<file path="config.mk">
export PLATFORM = sky130hd
export DESIGN_NAME = sbl_loader
export DESIGN_NICKNAME = d
export VERILOG_FILES = /design/src/logic/sbl_pkg.sv /design/src/logic/sbl_pkt_rx.sv /design/src/logic/sbl_loader.sv
export SDC_FILE = /design/constraint.sdc
export NUM_CORES = 2
export LEC_CHECK = 0
export BUFFER_PORTS_ARGS = -buffer_cell sky130_fd_sc_hd__buf_2
export CAP_MARGIN = 20
export CORE_UTILIZATION = 40
export DETAILED_ROUTE_END_ITERATION = 8
export PLACE_DENSITY = 0.6
export SLEW_MARGIN = 30
export SYNTH_ARGS = -nofsm -noshare
export SYNTH_HDL_FRONTEND = slang
export SYNTH_SLANG_ARGS = --single-unit
</file>
<file path="constraint.sdc">
create_clock -name clk -period 6.4 [get_ports clk]
set_input_delay 0 -clock clk [delete_from_list [all_inputs] [get_ports clk]]
set_output_delay 0 -clock clk [all_outputs]
set_load 0.03 [all_outputs]
</file>
<file path="src/logic/sbl_pkg.sv">
// Shared constants and carrier types for the serial boot loader packet engine.
// Assumes byte-wide receive and transmit streams delivered by separate line drivers.
package sbl_pkg;

  // ==========================================================================
  // Link bytes
  localparam logic [7:0] ACK_BYTE = 8'hCC;
  localparam logic [7:0] NAK_BYTE = 8'h33;
  localparam logic [7:0] SYNC_BYTE = 8'h55;
  localparam logic [1:0] SYNC_COUNT = 2'h2;
  localparam logic SSI_PHASE = 1'h1;
  localparam logic SSI_POLARITY = 1'h1;

  // ==========================================================================
  // Command codes and packet lengths
  localparam logic [7:0] CMD_PING = 8'h20;
  localparam logic [7:0] CMD_DOWNLOAD = 8'h21;
  localparam logic [7:0] CMD_RUN = 8'h22;
  localparam logic [7:0] CMD_STATUS_QUERY = 8'h23;
  localparam logic [7:0] CMD_SEND_DATA = 8'h24;
  localparam logic [7:0] CMD_RESET = 8'h25;
  localparam logic [7:0] LEN_MIN = 8'h03;
  localparam logic [7:0] LEN_SHORT = 8'h03;
  localparam logic [7:0] LEN_RUN = 8'h07;
  localparam logic [7:0] LEN_DOWNLOAD = 8'h0B;
  localparam logic [7:0] REPLY_LEN = 8'h03;
  localparam logic [7:0] HDR_BYTES = 8'h02;
  localparam int BUF_DEPTH = 256;

  // ==========================================================================
  // Status codes and memory window
  localparam logic [7:0] STAT_SUCCESS = 8'h40;
  localparam logic [7:0] STAT_UNKNOWN_CMD = 8'h41;
  localparam logic [7:0] STAT_INVALID_CMD = 8'h42;
  localparam logic [7:0] STAT_INVALID_ADDR = 8'h43;
  localparam logic [7:0] STAT_FLASH_FAIL = 8'h44;
  localparam logic [7:0] STAT_RESET = 8'h40;
  localparam logic [31:0] FLASH_BASE = 32'h0000_0000;
  localparam logic [31:0] FLASH_SIZE = 32'h0002_0000;

  // ==========================================================================
  // Types
  typedef enum logic [1:0] {
    IF_NONE = 2'h0,
    IF_UART = 2'h1,
    IF_SSI = 2'h2
  } sbl_if_t;

  typedef enum logic [1:0] {
    POST_NONE = 2'h0,
    POST_REPLY = 2'h1,
    POST_RUN = 2'h2,
    POST_RESET = 2'h3
  } sbl_post_t;

  typedef struct packed {
    logic vld;
    logic [7:0] data;
  } sbl_byte_t;

  typedef struct packed {
    logic ok;
    logic [7:0] len;
    logic [7:0] cmd;
    logic [31:0] word_a;
    logic [31:0] word_b;
  } sbl_pkt_t;

  typedef struct packed {
    logic erase;
    logic [31:0] addr;
    logic [31:0] count;
    logic [7:0] data;
  } sbl_flash_t;

endpackage : sbl_pkg

</file>
<file path="src/logic/sbl_pkt_rx.sv">
// Packet receiver: frames length, checksum and payload bytes and keeps the payload.
// Assumes bytes arrive one per valid cycle on the loader clock.
`timescale 1ns/10ps
module sbl_pkt_rx (
  input wire logic clk, // Loader clock
  input wire logic resetn, // Async reset, active low
  input wire logic ce, // Clock enable
  input sbl_pkg::sbl_byte_t rx, // Incoming byte
  output logic done, // Packet complete pulse
  output sbl_pkg::sbl_pkt_t pkt, // Parsed packet
  input wire logic [7:0] rd_idx, // Payload read index
  output logic [7:0] rd_data // Payload read data
);

  logic [7:0] mem [0:sbl_pkg::BUF_DEPTH-1];
  logic busy_r;
  logic done_r;
  logic ok_r;
  logic [7:0] idx_r;
  logic [7:0] len_r;
  logic [7:0] sum_r;
  logic [7:0] chk_r;
  logic [7:0] cmd_r;
  logic [31:0] wa_r;
  logic [31:0] wb_r;

  wire [7:0] pos = idx_r - sbl_pkg::HDR_BYTES;
  wire [7:0] sum_add = sum_r + rx.data;
  wire is_last = busy_r && (idx_r == len_r - 8'h01);
  wire start = !busy_r && (rx.data != 8'h00);
  wire short_len = rx.data < sbl_pkg::LEN_MIN;
  wire is_chk = idx_r == 8'h01;
  wire in_wa = (pos >= 8'h01) && (pos <= 8'h04);
  wire in_wb = (pos >= 8'h05) && (pos <= 8'h08);

  // ==========================================================================
  // Framing
  always_ff @(posedge clk or negedge resetn) begin
    if (!resetn) begin
      busy_r <= 1'b0;
      done_r <= 1'b0;
      ok_r <= 1'b0;
      idx_r <= 8'h00;
      len_r <= 8'h00;
      sum_r <= 8'h00;
      chk_r <= 8'h00;
      cmd_r <= 8'h00;
      wa_r <= 32'h0000_0000;
      wb_r <= 32'h0000_0000;
    end else if (ce) begin
      done_r <= 1'b0;
      if (rx.vld && !busy_r && start) begin
        len_r <= rx.data;
        sum_r <= 8'h00;
        idx_r <= 8'h01;
        busy_r <= !short_len;
        done_r <= short_len;
        ok_r <= 1'b0;
      end else if (rx.vld && busy_r) begin
        idx_r <= idx_r + 8'h01;
        if (is_chk) begin
          chk_r <= rx.data;
        end else begin
          sum_r <= sum_add;
          if (pos == 8'h00) begin
            cmd_r <= rx.data;
          end
          if (in_wa) begin
            wa_r <= {wa_r[23:0], rx.data};
          end
          if (in_wb) begin
            wb_r <= {wb_r[23:0], rx.data};
          end
        end
        if (is_last) begin
          busy_r <= 1'b0;
          done_r <= 1'b1;
          ok_r <= sum_add == chk_r;
        end
      end
    end
  end

  // ==========================================================================
  // Payload store
  always_ff @(posedge clk) begin
    if (ce && rx.vld && busy_r && !is_chk) begin
      mem[pos] <= rx.data;
    end
  end

  assign rd_data = mem[rd_idx];
  assign done = done_r;
  assign pkt = '{ok: ok_r, len: len_r, cmd: cmd_r, word_a: wa_r, word_b: wb_r};

endmodule : sbl_pkt_rx

</file>
<file path="src/logic/sbl_loader.sv">
// Packet command engine of the serial boot loader.
// Assumes byte-level line drivers for both links and a flash controller handshake.
// Overview of operation
// - Packet starts with its total length, length and checksum bytes included.
// - Checksum byte is the sum of payload bytes only.
// - Payload holds length minus two bytes.
// - Device answers each received packet with 0xCC or 0x33.
// - Acknowledge depends only on packet reception, never on command validity.
// - Returned packet may follow zeros; then length, checksum, payload.
// - Returned packet bytes go back to back once started.
// - Device ignores zeros ahead of the host answer.
// - First payload byte is the command code, parameters follow.
// - Ping 0x20 sets status to success, nothing more.
// - Status query 0x23 returns one-byte packet with previous status.
// - Download 0x21: eleven bytes, address then count, MSB first.
// - Download erases the whole region before acknowledging.
// - Download range checked against memory; result becomes status.
// - Send-data 0x24 programs at current address and advances it.
// - Programming ends once the download byte count is reached.
// - Rejected send-data leaves the programming address unchanged.
// - Run 0x22: seven bytes, address MSB first; acknowledge, then execute.
// - Reset 0x25: acknowledge, then full software reset.
// - First link used stays the only link until reset.
// - Two 0x55 sync bytes on the async link get answered 0xCC.
// - Synchronous link uses phase and polarity both set to one.
`timescale 1ns/10ps
module sbl_loader (
  input wire logic clk, // 40 MHz loader clock
  input wire logic resetn, // Async reset, active low
  input wire logic ce, // Clock enable
  input sbl_pkg::sbl_byte_t uart_rx, // Byte from async link
  input sbl_pkg::sbl_byte_t ssi_rx, // Byte from sync link
  output logic uart_tx_vld, // Byte offered to async link
  output logic ssi_tx_vld, // Byte offered to sync link
  input wire logic uart_tx_rdy, // Async link takes byte
  input wire logic ssi_tx_rdy, // Sync link takes byte
  output logic [7:0] tx_data, // Byte offered
  output logic clock_phase_select, // Sync link phase setting
  output logic clock_polarity_select, // Sync link polarity setting
  output sbl_pkg::sbl_if_t active_if, // Locked link
  output logic flash_vld, // Flash request pending
  output sbl_pkg::sbl_flash_t flash_req, // Flash request
  input wire logic flash_done, // Flash request finished
  input wire logic flash_err, // Flash request failed
  output logic exec_vld, // Execute pulse
  output logic [31:0] exec_addr, // Execute address
  output logic sw_reset // Software reset pulse
);

  typedef enum logic [2:0] {
    ST_IDLE = 3'b000,
    ST_PROG = 3'b001,
    ST_ERASE = 3'b011,
    ST_ACK = 3'b010,
    ST_REPLY = 3'b110,
    ST_HRESP = 3'b111
  } sbl_state_t;

  // ==========================================================================
  // Decoding helpers
  function automatic logic len_ok(input logic [7:0] cmd, input logic [7:0] len);
    logic r;
    r = 1'b0;
    case (cmd)
      sbl_pkg::CMD_DOWNLOAD: r = len == sbl_pkg::LEN_DOWNLOAD;
      sbl_pkg::CMD_RUN: r = len == sbl_pkg::LEN_RUN;
      sbl_pkg::CMD_SEND_DATA: r = len > sbl_pkg::LEN_SHORT;
      default: r = len == sbl_pkg::LEN_SHORT;
    endcase
    return r;
  endfunction : len_ok

  // ==========================================================================
  // State
  sbl_state_t state_r, state_nxt;
  sbl_pkg::sbl_if_t if_r, if_nxt;
  sbl_pkg::sbl_post_t post_r, post_nxt;
  logic [1:0] sync_r, sync_nxt;
  logic [7:0] status_r, status_nxt;
  logic [7:0] tx_r, tx_nxt;
  logic dl_r, dl_nxt;
  logic [31:0] addr_r, addr_nxt;
  logic [31:0] remain_r, remain_nxt;
  logic [7:0] idx_r, idx_nxt;
  logic [7:0] end_r, end_nxt;
  logic [1:0] rcnt_r, rcnt_nxt;
  logic fv_r, fv_nxt;
  logic [31:0] xaddr_r, xaddr_nxt;
  logic xvld_r, xvld_nxt;
  logic swr_r, swr_nxt;

  sbl_pkg::sbl_byte_t rx_in;
  sbl_pkg::sbl_pkt_t pkt;
  logic pkt_done;
  logic [7:0] rd_data;

  // ==========================================================================
  // Link selection
  wire idle = state_r == ST_IDLE;
  wire if_none = if_r == sbl_pkg::IF_NONE;
  wire if_uart = if_r == sbl_pkg::IF_UART;
  wire if_ssi = if_r == sbl_pkg::IF_SSI;
  // Sync bytes only before either link locks
  wire sync_byte = if_none && uart_rx.vld && (uart_rx.data == sbl_pkg::SYNC_BYTE);
  wire sync_hit = sync_byte && (sync_r == sbl_pkg::SYNC_COUNT - 2'h1);
  // Sync link locks on its first non-zero byte unless the async link speaks
  wire ssi_take = ssi_rx.vld && (if_ssi || (if_none && !uart_rx.vld));
  wire ssi_lock = if_none && ssi_take && (ssi_rx.data != 8'h00);
  wire uart_take = if_uart && uart_rx.vld;
  wire [7:0] src_data = if_uart ? uart_rx.data : ssi_rx.data;
  wire src_vld = uart_take || ssi_take;
  assign rx_in = '{vld: idle && src_vld, data: src_data};
  // Zeros ahead of the host answer are ignored
  wire host_resp = src_vld && (src_data != 8'h00);

  // Byte held offered until taken, next one follows at once
  wire tx_on = (state_r == ST_ACK) || (state_r == ST_REPLY);
  wire tx_fire = tx_on && (if_uart ? uart_tx_rdy : ssi_tx_rdy);

  // Region must sit inside the memory window
  wire [32:0] dl_end = {1'b0, pkt.word_a} + {1'b0, pkt.word_b};
  wire [32:0] win_end = {1'b0, sbl_pkg::FLASH_BASE} + {1'b0, sbl_pkg::FLASH_SIZE};
  wire range_ok = (pkt.word_a >= sbl_pkg::FLASH_BASE) && (dl_end <= win_end);
  wire prog_stop = (idx_r == end_r) || (remain_r == 32'h0000_0000);

  sbl_pkt_rx u_rx (
    .clk(clk),
    .resetn(resetn),
    .ce(ce),
    .rx(rx_in),
    .done(pkt_done),
    .pkt(pkt),
    .rd_idx(idx_r),
    .rd_data(rd_data)
  );

  // ==========================================================================
  // Command sequencing
  always_comb begin
    state_nxt = state_r;
    if_nxt = if_r;
    post_nxt = post_r;
    sync_nxt = sync_r;
    status_nxt = status_r;
    tx_nxt = tx_r;
    dl_nxt = dl_r;
    addr_nxt = addr_r;
    remain_nxt = remain_r;
    idx_nxt = idx_r;
    end_nxt = end_r;
    rcnt_nxt = rcnt_r;
    fv_nxt = fv_r;
    xaddr_nxt = xaddr_r;
    xvld_nxt = 1'b0;
    swr_nxt = 1'b0;
    unique case (state_r)
      ST_IDLE: begin
        if (sync_byte) begin
          sync_nxt = sync_r + 2'h1;
        end
        if (sync_hit) begin
          // Lock to the async link and confirm with 0xCC
          if_nxt = sbl_pkg::IF_UART;
          tx_nxt = sbl_pkg::ACK_BYTE;
          post_nxt = sbl_pkg::POST_NONE;
          state_nxt = ST_ACK;
        end else if (ssi_lock) begin
          if_nxt = sbl_pkg::IF_SSI;
        end
        if (pkt_done) begin
          state_nxt = ST_ACK;
          post_nxt = sbl_pkg::POST_NONE;
          tx_nxt = pkt.ok ? sbl_pkg::ACK_BYTE : sbl_pkg::NAK_BYTE;
          if (pkt.ok && !len_ok(pkt.cmd, pkt.len)) begin
            status_nxt = sbl_pkg::STAT_INVALID_CMD;
          end else if (pkt.ok) begin
            unique case (pkt.cmd)
              sbl_pkg::CMD_PING: status_nxt = sbl_pkg::STAT_SUCCESS;
              sbl_pkg::CMD_STATUS_QUERY: post_nxt = sbl_pkg::POST_REPLY;
              sbl_pkg::CMD_DOWNLOAD: begin
                dl_nxt = 1'b0;
                if (range_ok) begin
                  // Erase before the answer goes out
                  addr_nxt = pkt.word_a;
                  remain_nxt = pkt.word_b;
                  fv_nxt = 1'b1;
                  state_nxt = ST_ERASE;
                end else begin
                  status_nxt = sbl_pkg::STAT_INVALID_ADDR;
                end
              end
              sbl_pkg::CMD_SEND_DATA: begin
                if (dl_r) begin
                  idx_nxt = 8'h01;
                  end_nxt = pkt.len - sbl_pkg::HDR_BYTES;
                  status_nxt = sbl_pkg::STAT_SUCCESS;
                  state_nxt = ST_PROG;
                end else begin
                  status_nxt = sbl_pkg::STAT_INVALID_CMD;
                end
              end
              sbl_pkg::CMD_RUN: begin
                xaddr_nxt = pkt.word_a;
                status_nxt = sbl_pkg::STAT_SUCCESS;
                post_nxt = sbl_pkg::POST_RUN;
              end
              sbl_pkg::CMD_RESET: post_nxt = sbl_pkg::POST_RESET;
              default: status_nxt = sbl_pkg::STAT_UNKNOWN_CMD;
            endcase
          end
          // Rejected packets leave address and count untouched
        end
      end
      ST_ERASE: begin
        if (flash_done) begin
          fv_nxt = 1'b0;
          dl_nxt = !flash_err;
          status_nxt = flash_err ? sbl_pkg::STAT_FLASH_FAIL : sbl_pkg::STAT_SUCCESS;
          state_nxt = ST_ACK;
        end
      end
      ST_PROG: begin
        if (fv_r) begin
          if (flash_done) begin
            fv_nxt = 1'b0;
            addr_nxt = addr_r + 32'h0000_0001;
            remain_nxt = remain_r - 32'h0000_0001;
            idx_nxt = idx_r + 8'h01;
            if (flash_err) begin
              status_nxt = sbl_pkg::STAT_FLASH_FAIL;
              end_nxt = idx_r + 8'h01;
            end
          end
        end else if (prog_stop) begin
          // Sequence closes after the packet's last data byte or at the download count
          dl_nxt = (remain_r != 32'h0000_0000) && (status_r == sbl_pkg::STAT_SUCCESS);
          state_nxt = ST_ACK;
        end else begin
          fv_nxt = 1'b1;
        end
      end
      ST_ACK: begin
        if (tx_fire) begin
          state_nxt = ST_IDLE;
          unique case (post_r)
            sbl_pkg::POST_REPLY: begin
              // Reply starts with its length byte
              tx_nxt = sbl_pkg::REPLY_LEN;
              rcnt_nxt = 2'h0;
              state_nxt = ST_REPLY;
            end
            // Execute only after the answer left
            sbl_pkg::POST_RUN: xvld_nxt = 1'b1;
            sbl_pkg::POST_RESET: begin
              // Reset after the answer; the engine restarts too
              swr_nxt = 1'b1;
              if_nxt = sbl_pkg::IF_NONE;
              sync_nxt = 2'h0;
              dl_nxt = 1'b0;
              status_nxt = sbl_pkg::STAT_RESET;
            end
            default: state_nxt = ST_IDLE;
          endcase
        end
      end
      ST_REPLY: begin
        if (tx_fire) begin
          // One-byte payload: checksum equals the status
          tx_nxt = status_r;
          rcnt_nxt = rcnt_r + 2'h1;
          if (rcnt_r == 2'h2) begin
            state_nxt = ST_HRESP;
          end
        end
      end
      ST_HRESP: begin
        // Any non-zero answer closes the exchange
        if (host_resp) begin
          state_nxt = ST_IDLE;
        end
      end
      default: state_nxt = ST_IDLE;
    endcase
  end

  // ==========================================================================
  // Registers
  always_ff @(posedge clk or negedge resetn) begin
    if (!resetn) begin
      state_r <= ST_IDLE;
      if_r <= sbl_pkg::IF_NONE;
      post_r <= sbl_pkg::POST_NONE;
      sync_r <= 2'h0;
      status_r <= sbl_pkg::STAT_RESET;
      tx_r <= 8'h00;
      dl_r <= 1'b0;
      addr_r <= 32'h0000_0000;
      remain_r <= 32'h0000_0000;
      idx_r <= 8'h00;
      end_r <= 8'h00;
      rcnt_r <= 2'h0;
      fv_r <= 1'b0;
      xaddr_r <= 32'h0000_0000;
      xvld_r <= 1'b0;
      swr_r <= 1'b0;
    end else if (ce) begin
      state_r <= state_nxt;
      if_r <= if_nxt;
      post_r <= post_nxt;
      sync_r <= sync_nxt;
      status_r <= status_nxt;
      tx_r <= tx_nxt;
      dl_r <= dl_nxt;
      addr_r <= addr_nxt;
      remain_r <= remain_nxt;
      idx_r <= idx_nxt;
      end_r <= end_nxt;
      rcnt_r <= rcnt_nxt;
      fv_r <= fv_nxt;
      xaddr_r <= xaddr_nxt;
      xvld_r <= xvld_nxt;
      swr_r <= swr_nxt;
    end
  end

  // ==========================================================================
  // Outputs
  assign uart_tx_vld = tx_on && if_uart;
  assign ssi_tx_vld = tx_on && if_ssi;
  assign tx_data = tx_r;
  // Sync link fixed to phase one, polarity one
  assign clock_phase_select = sbl_pkg::SSI_PHASE;
  assign clock_polarity_select = sbl_pkg::SSI_POLARITY;
  assign active_if = if_r;
  assign flash_vld = fv_r;
  assign flash_req = '{erase: state_r == ST_ERASE, addr: addr_r, count: remain_r,
                       data: rd_data};
  assign exec_vld = xvld_r;
  assign exec_addr = xaddr_r;
  assign sw_reset = swr_r;

endmodule : sbl_loader

</file>
==> results.txt <==
final setup fails - 0
Skew-Pair Late Insertion Delay - 0.86 ns
via count - 50121
wire length per cell - 28.0 um
worst vdd ir - 0.242 mV
busiest metal layer after global routing - met2
Area growth, synth to finish - 12.9%
Crit Path Max Fanout - 33
DRC viols - 0
Clock Path Buffers - 3
Hold-fix buffers, CTS - 32
Setup CP Type - flip-flop to output pin
dpl cell area - 0.0994 mm^2
worst hold path endpoint - u_rx.done
Core Rows - 178
P per Cell Area - 384 mW/mm^2
Post-synth EDFFs - 2048
CP endpoint kind - output pin
TritonCTS sink count - 2291
I/O Buffers - 144
synthesized area per cell - 18.7 um^2
outcome - finished clean
Ys Warns - 0
Total Wirelength - 241 mm
Fin. Hold Viols - 0
Final min period - 5.02 ns
post-synth cell types - 86
grt met3 use - 3.50%
TritonRoute pass-1 iters - 6
Critical Path Slowest Stage Cell - dfrtp_4
Die X - 489 um
largest net degree at the start of global routing - 165
critical-path cell list - buf_12 -> buf_4 -> mux4_2 -> mux4_2 -> mux4_2 -> mux4_2 -> buf_2
Post-Syn Instances - 5080
post-cts sizing count - 0
total negative setup slack - 0 ns
Starting Density - 40.3%
register bit count reported by yosys - 2291
CP Buf/Inv Count - 3
total gr overflow - 0
Max Cap Viol - 0
Max stage delay on crit path - 0.87 ns
leakage - 34.2 nW
# nets final - 5353
worst reg2reg path depth - 9
vias per inst - 5.82
Seq/Total Area, Yosys - 71.3%
core area - 0.235 mm^2
first-pass GRT wire length - 354 mm
Crit path top cell by count - mux4_2
met1 Usage GRT - 29.1%
grt met2 use - 32.0%
final instance area - 0.107 mm^2
htree depth - 4
area of the mapped netlist - 0.0948 mm^2
Routability Congestion - 0.826
final-report max-slew violation count - 0
CTS tree - yes
reg2reg setup slack - 1.53 ns
Root Buffer - clkbuf_16
vias in the first global route - 49960
reg2reg end - u_rx.mem[158][1]
fin crit share - 78.4%
number of post-CTS setup repair buffers - 0
IO Count - 147
RR Startpoint - state_r[1]
clock slew at reported path FFs - 0.06 ns
Relative slew margins - 34.1%
CP Data Required Time - 6.40 ns
DRT iter0 DRCs - 5160
crit-path leading delay family - multiplexers
Top FF cell, synth - edfxtp_1
Least-Margin Pin Slew - 0.989 ns
Hold Path Class - primary input to flip-flop
Die ar. - 0.239 mm^2
Post-DP HPWL - 147 mm
unrepaired setup endpoints after global routing - no
ys async rst share - 10.6%
CP arrival - 5.02 ns
cts bufs inserted - 219
initial antenna violation count - 13
Final ANT Viol Nets - 0
share of cells above drive strength 1 - 25.8%
fmax - 199 MHz
Worst Hold Launch - ce
Clock Skew - 0.0508 ns
WHS Path Cells - 3
Startpoint Class - flip-flop
total track usage - 20.2%
Die Height - 489 um
[worst max-delay path by stage]
stage / start / end / slack, ns / depth (start not counted)
2_1_floorplan: active_if[0] / u_rx.ok_r / 0.39 / 14
3_3_place_gp: state_r[1] / u_rx.mem[158][2] / 1.15 / 9
3_5_place_dp: u_rx.wa_r[0] / addr_r[18] / 1.55 / 13
4_1_cts: idx_r[0] / flash_req[6] / 1.26 / 6
5_1_grt: idx_r[0] / flash_req[0] / 1.21 / 7
6_report: idx_r[0] / flash_req[1] / 1.38 / 7
[state kept, by name, summed over array words and instances (netlist names), 3 cells and up]
| register | flops |
|---|---|
| u_rx.idx_r | 8 |
| u_rx.wa_r | 32 |
| u_rx.len_r | 8 |
| tx_data | 6 |
| remain_r | 32 |
| u_rx.mem | 2048 |
| addr_r | 32 |
| u_rx.sum_r | 8 |
| status_r | 3 |
| state_r | 3 |
| u_rx.chk_r | 8 |
| u_rx.cmd_r | 8 |
| end_r | 8 |
| exec_addr | 32 |
| idx_r | 8 |
| u_rx.wb_r | 32 |
[area by class of cell]
| class | instances | area (um^2) |
|---|---|---|
| flip-flops and latches | 2291 | 67600 |
| fillers | 19908 | 128000 |
| well taps | 3150 | 3940 |
| repair buffers | 279 | 2210 |
| clock inverters | 131 | 1310 |
| clock buffers | 274 | 5800 |
| diodes | 5 | 12.5 |
| inverters | 48 | 245 |
| multi-input cells | 2431 | 25900 |
[stage by stage]
step                total power (W)  util (%)  worst slack [ns]  cells  hold slack [ns]
global placement             0.0284      42.2              1.15   8163           0.0469
CTS                          0.0413      45.4              1.26   8600           0.0373
global route                 0.0425      45.4              1.21   8604           0.0823
detailed placement           0.0285      42.2              1.55   8163           0.0489
floorplan                    0.0248         -             0.393   5081           -0.296
finish                       0.0410      45.5              1.38   8609           0.0996
[layout by cell type, fill, tap and decap left out, types with 35 or more instances in the layout]
cell,netlist,final
dfrtp_1,243,236
edfxtp_1,2048,2048
buf_4,6,73
clkinv_1,0,52
a21oi_1,169,169
nand3_1,35,35
clkinv_2,0,38
mux2_2,92,92
buf_2,22,143
nor3_1,82,78
clkbuf_16,0,222
a21o_1,35,35
ha_1,56,56
mux4_2,680,680
o21ai_0,154,153
clkbuf_1,210,47
nand2_1,191,176
nor2_1,441,435
inv_1,48,40
[metal layers]
| metal | part of all wire [%] | vias to the layer above |
|---|---|---|
| li1 | - | 21044 |
| met1 | 43 | 26705 |
| met2 | 48 | 2057 |
| met3 | 7.3 | 307 |
| met4 | 2.1 | 8 |
| met5 | 0.018 | - |
[cell families (layout without fill, tap and decap cells)]
| logic type | Yosys count | in the layout | synth area share, % |
|---|---|---|---|
| AOI/OAI and AO/OA | 579 | 579 | 3.80 |
| xor gates and xnor gates | 68 | 68 | 0.628 |
| adders and majority gates | 58 | 58 | 0.782 |
| buffers and inverters | 359 | 732 | 1.53 |
| DFF | 2291 | 2291 | 71.3 |
| muxes | 786 | 786 | 17.4 |
| other | 1 | 7 | 0.00396 |
| and+or+nand+nor | 938 | 938 | 4.55 |
[synth_stat cells, types with 7 or more instances]
| cell type | instances | area [um^2] |
|---|---|---|
| nor4b_2 | 9 | 135 |
| o21ai_1 | 23 | 115 |
| dfrtp_1 | 243 | 6080 |
| a31oi_1 | 15 | 93.8 |
| nor2b_1 | 12 | 75.1 |
| buf_6 | 7 | 78.8 |
| a21oi_2 | 7 | 61.3 |
| edfxtp_1 | 2048 | 61500 |
| clkbuf_1 | 210 | 788 |
| mux2i_1 | 14 | 140 |
| a32oi_1 | 8 | 70.1 |
| xor2_1 | 34 | 298 |
| a22oi_1 | 7 | 52.6 |
| and4_1 | 10 | 87.6 |
| ha_1 | 56 | 701 |
| nand4_1 | 30 | 188 |
| o21bai_1 | 31 | 233 |
| nor3b_1 | 7 | 52.6 |
| a211oi_1 | 11 | 82.6 |
| nand2b_1 | 19 | 119 |
| a21oi_1 | 169 | 846 |
| nand2_1 | 191 | 717 |
| o211ai_1 | 8 | 60.1 |
| and3_1 | 25 | 156 |
| inv_1 | 48 | 180 |
| and2_1 | 10 | 62.6 |
| o22ai_1 | 22 | 138 |
| o21ai_0 | 154 | 771 |
| or4_1 | 7 | 52.6 |
| nand3_1 | 35 | 175 |
| nor3_1 | 82 | 410 |
| mux2_2 | 92 | 1040 |
| o21a_1 | 8 | 60.1 |
| a21o_1 | 35 | 263 |
| o31ai_1 | 8 | 60.1 |
| mux4_2 | 680 | 15300 |
| nor2_1 | 441 | 1660 |
| xnor2_1 | 34 | 298 |
| buf_2 | 22 | 110 |
| buf_1 | 65 | 244 |
| or3_1 | 13 | 81.3 |
| nor4_1 | 24 | 150 |
[worst register-to-register path: stages (launching register included)]
cell and delay (ns):
dfrtp_1 0.56, nor3_1 0.27, buf_4 0.27, nand2_1 0.15, nor3_2 0.48, nand2b_1 0.51, nor3_2 0.75, nand2_2 0.50
buf_4 0.40, nor2_1 0.63
[power breakdown]
group | switching, W | internal (W) | total [W]
combinational | 0.00620 | 0.00482 | 0.0110
sequential | 0.000534 | 0.0166 | 0.0171
clock | 0.00561 | 0.00733 | 0.0129
total | 0.0123 | 0.0287 | 0.0410
Note: power is estimated with default switching activity, not from simulation.
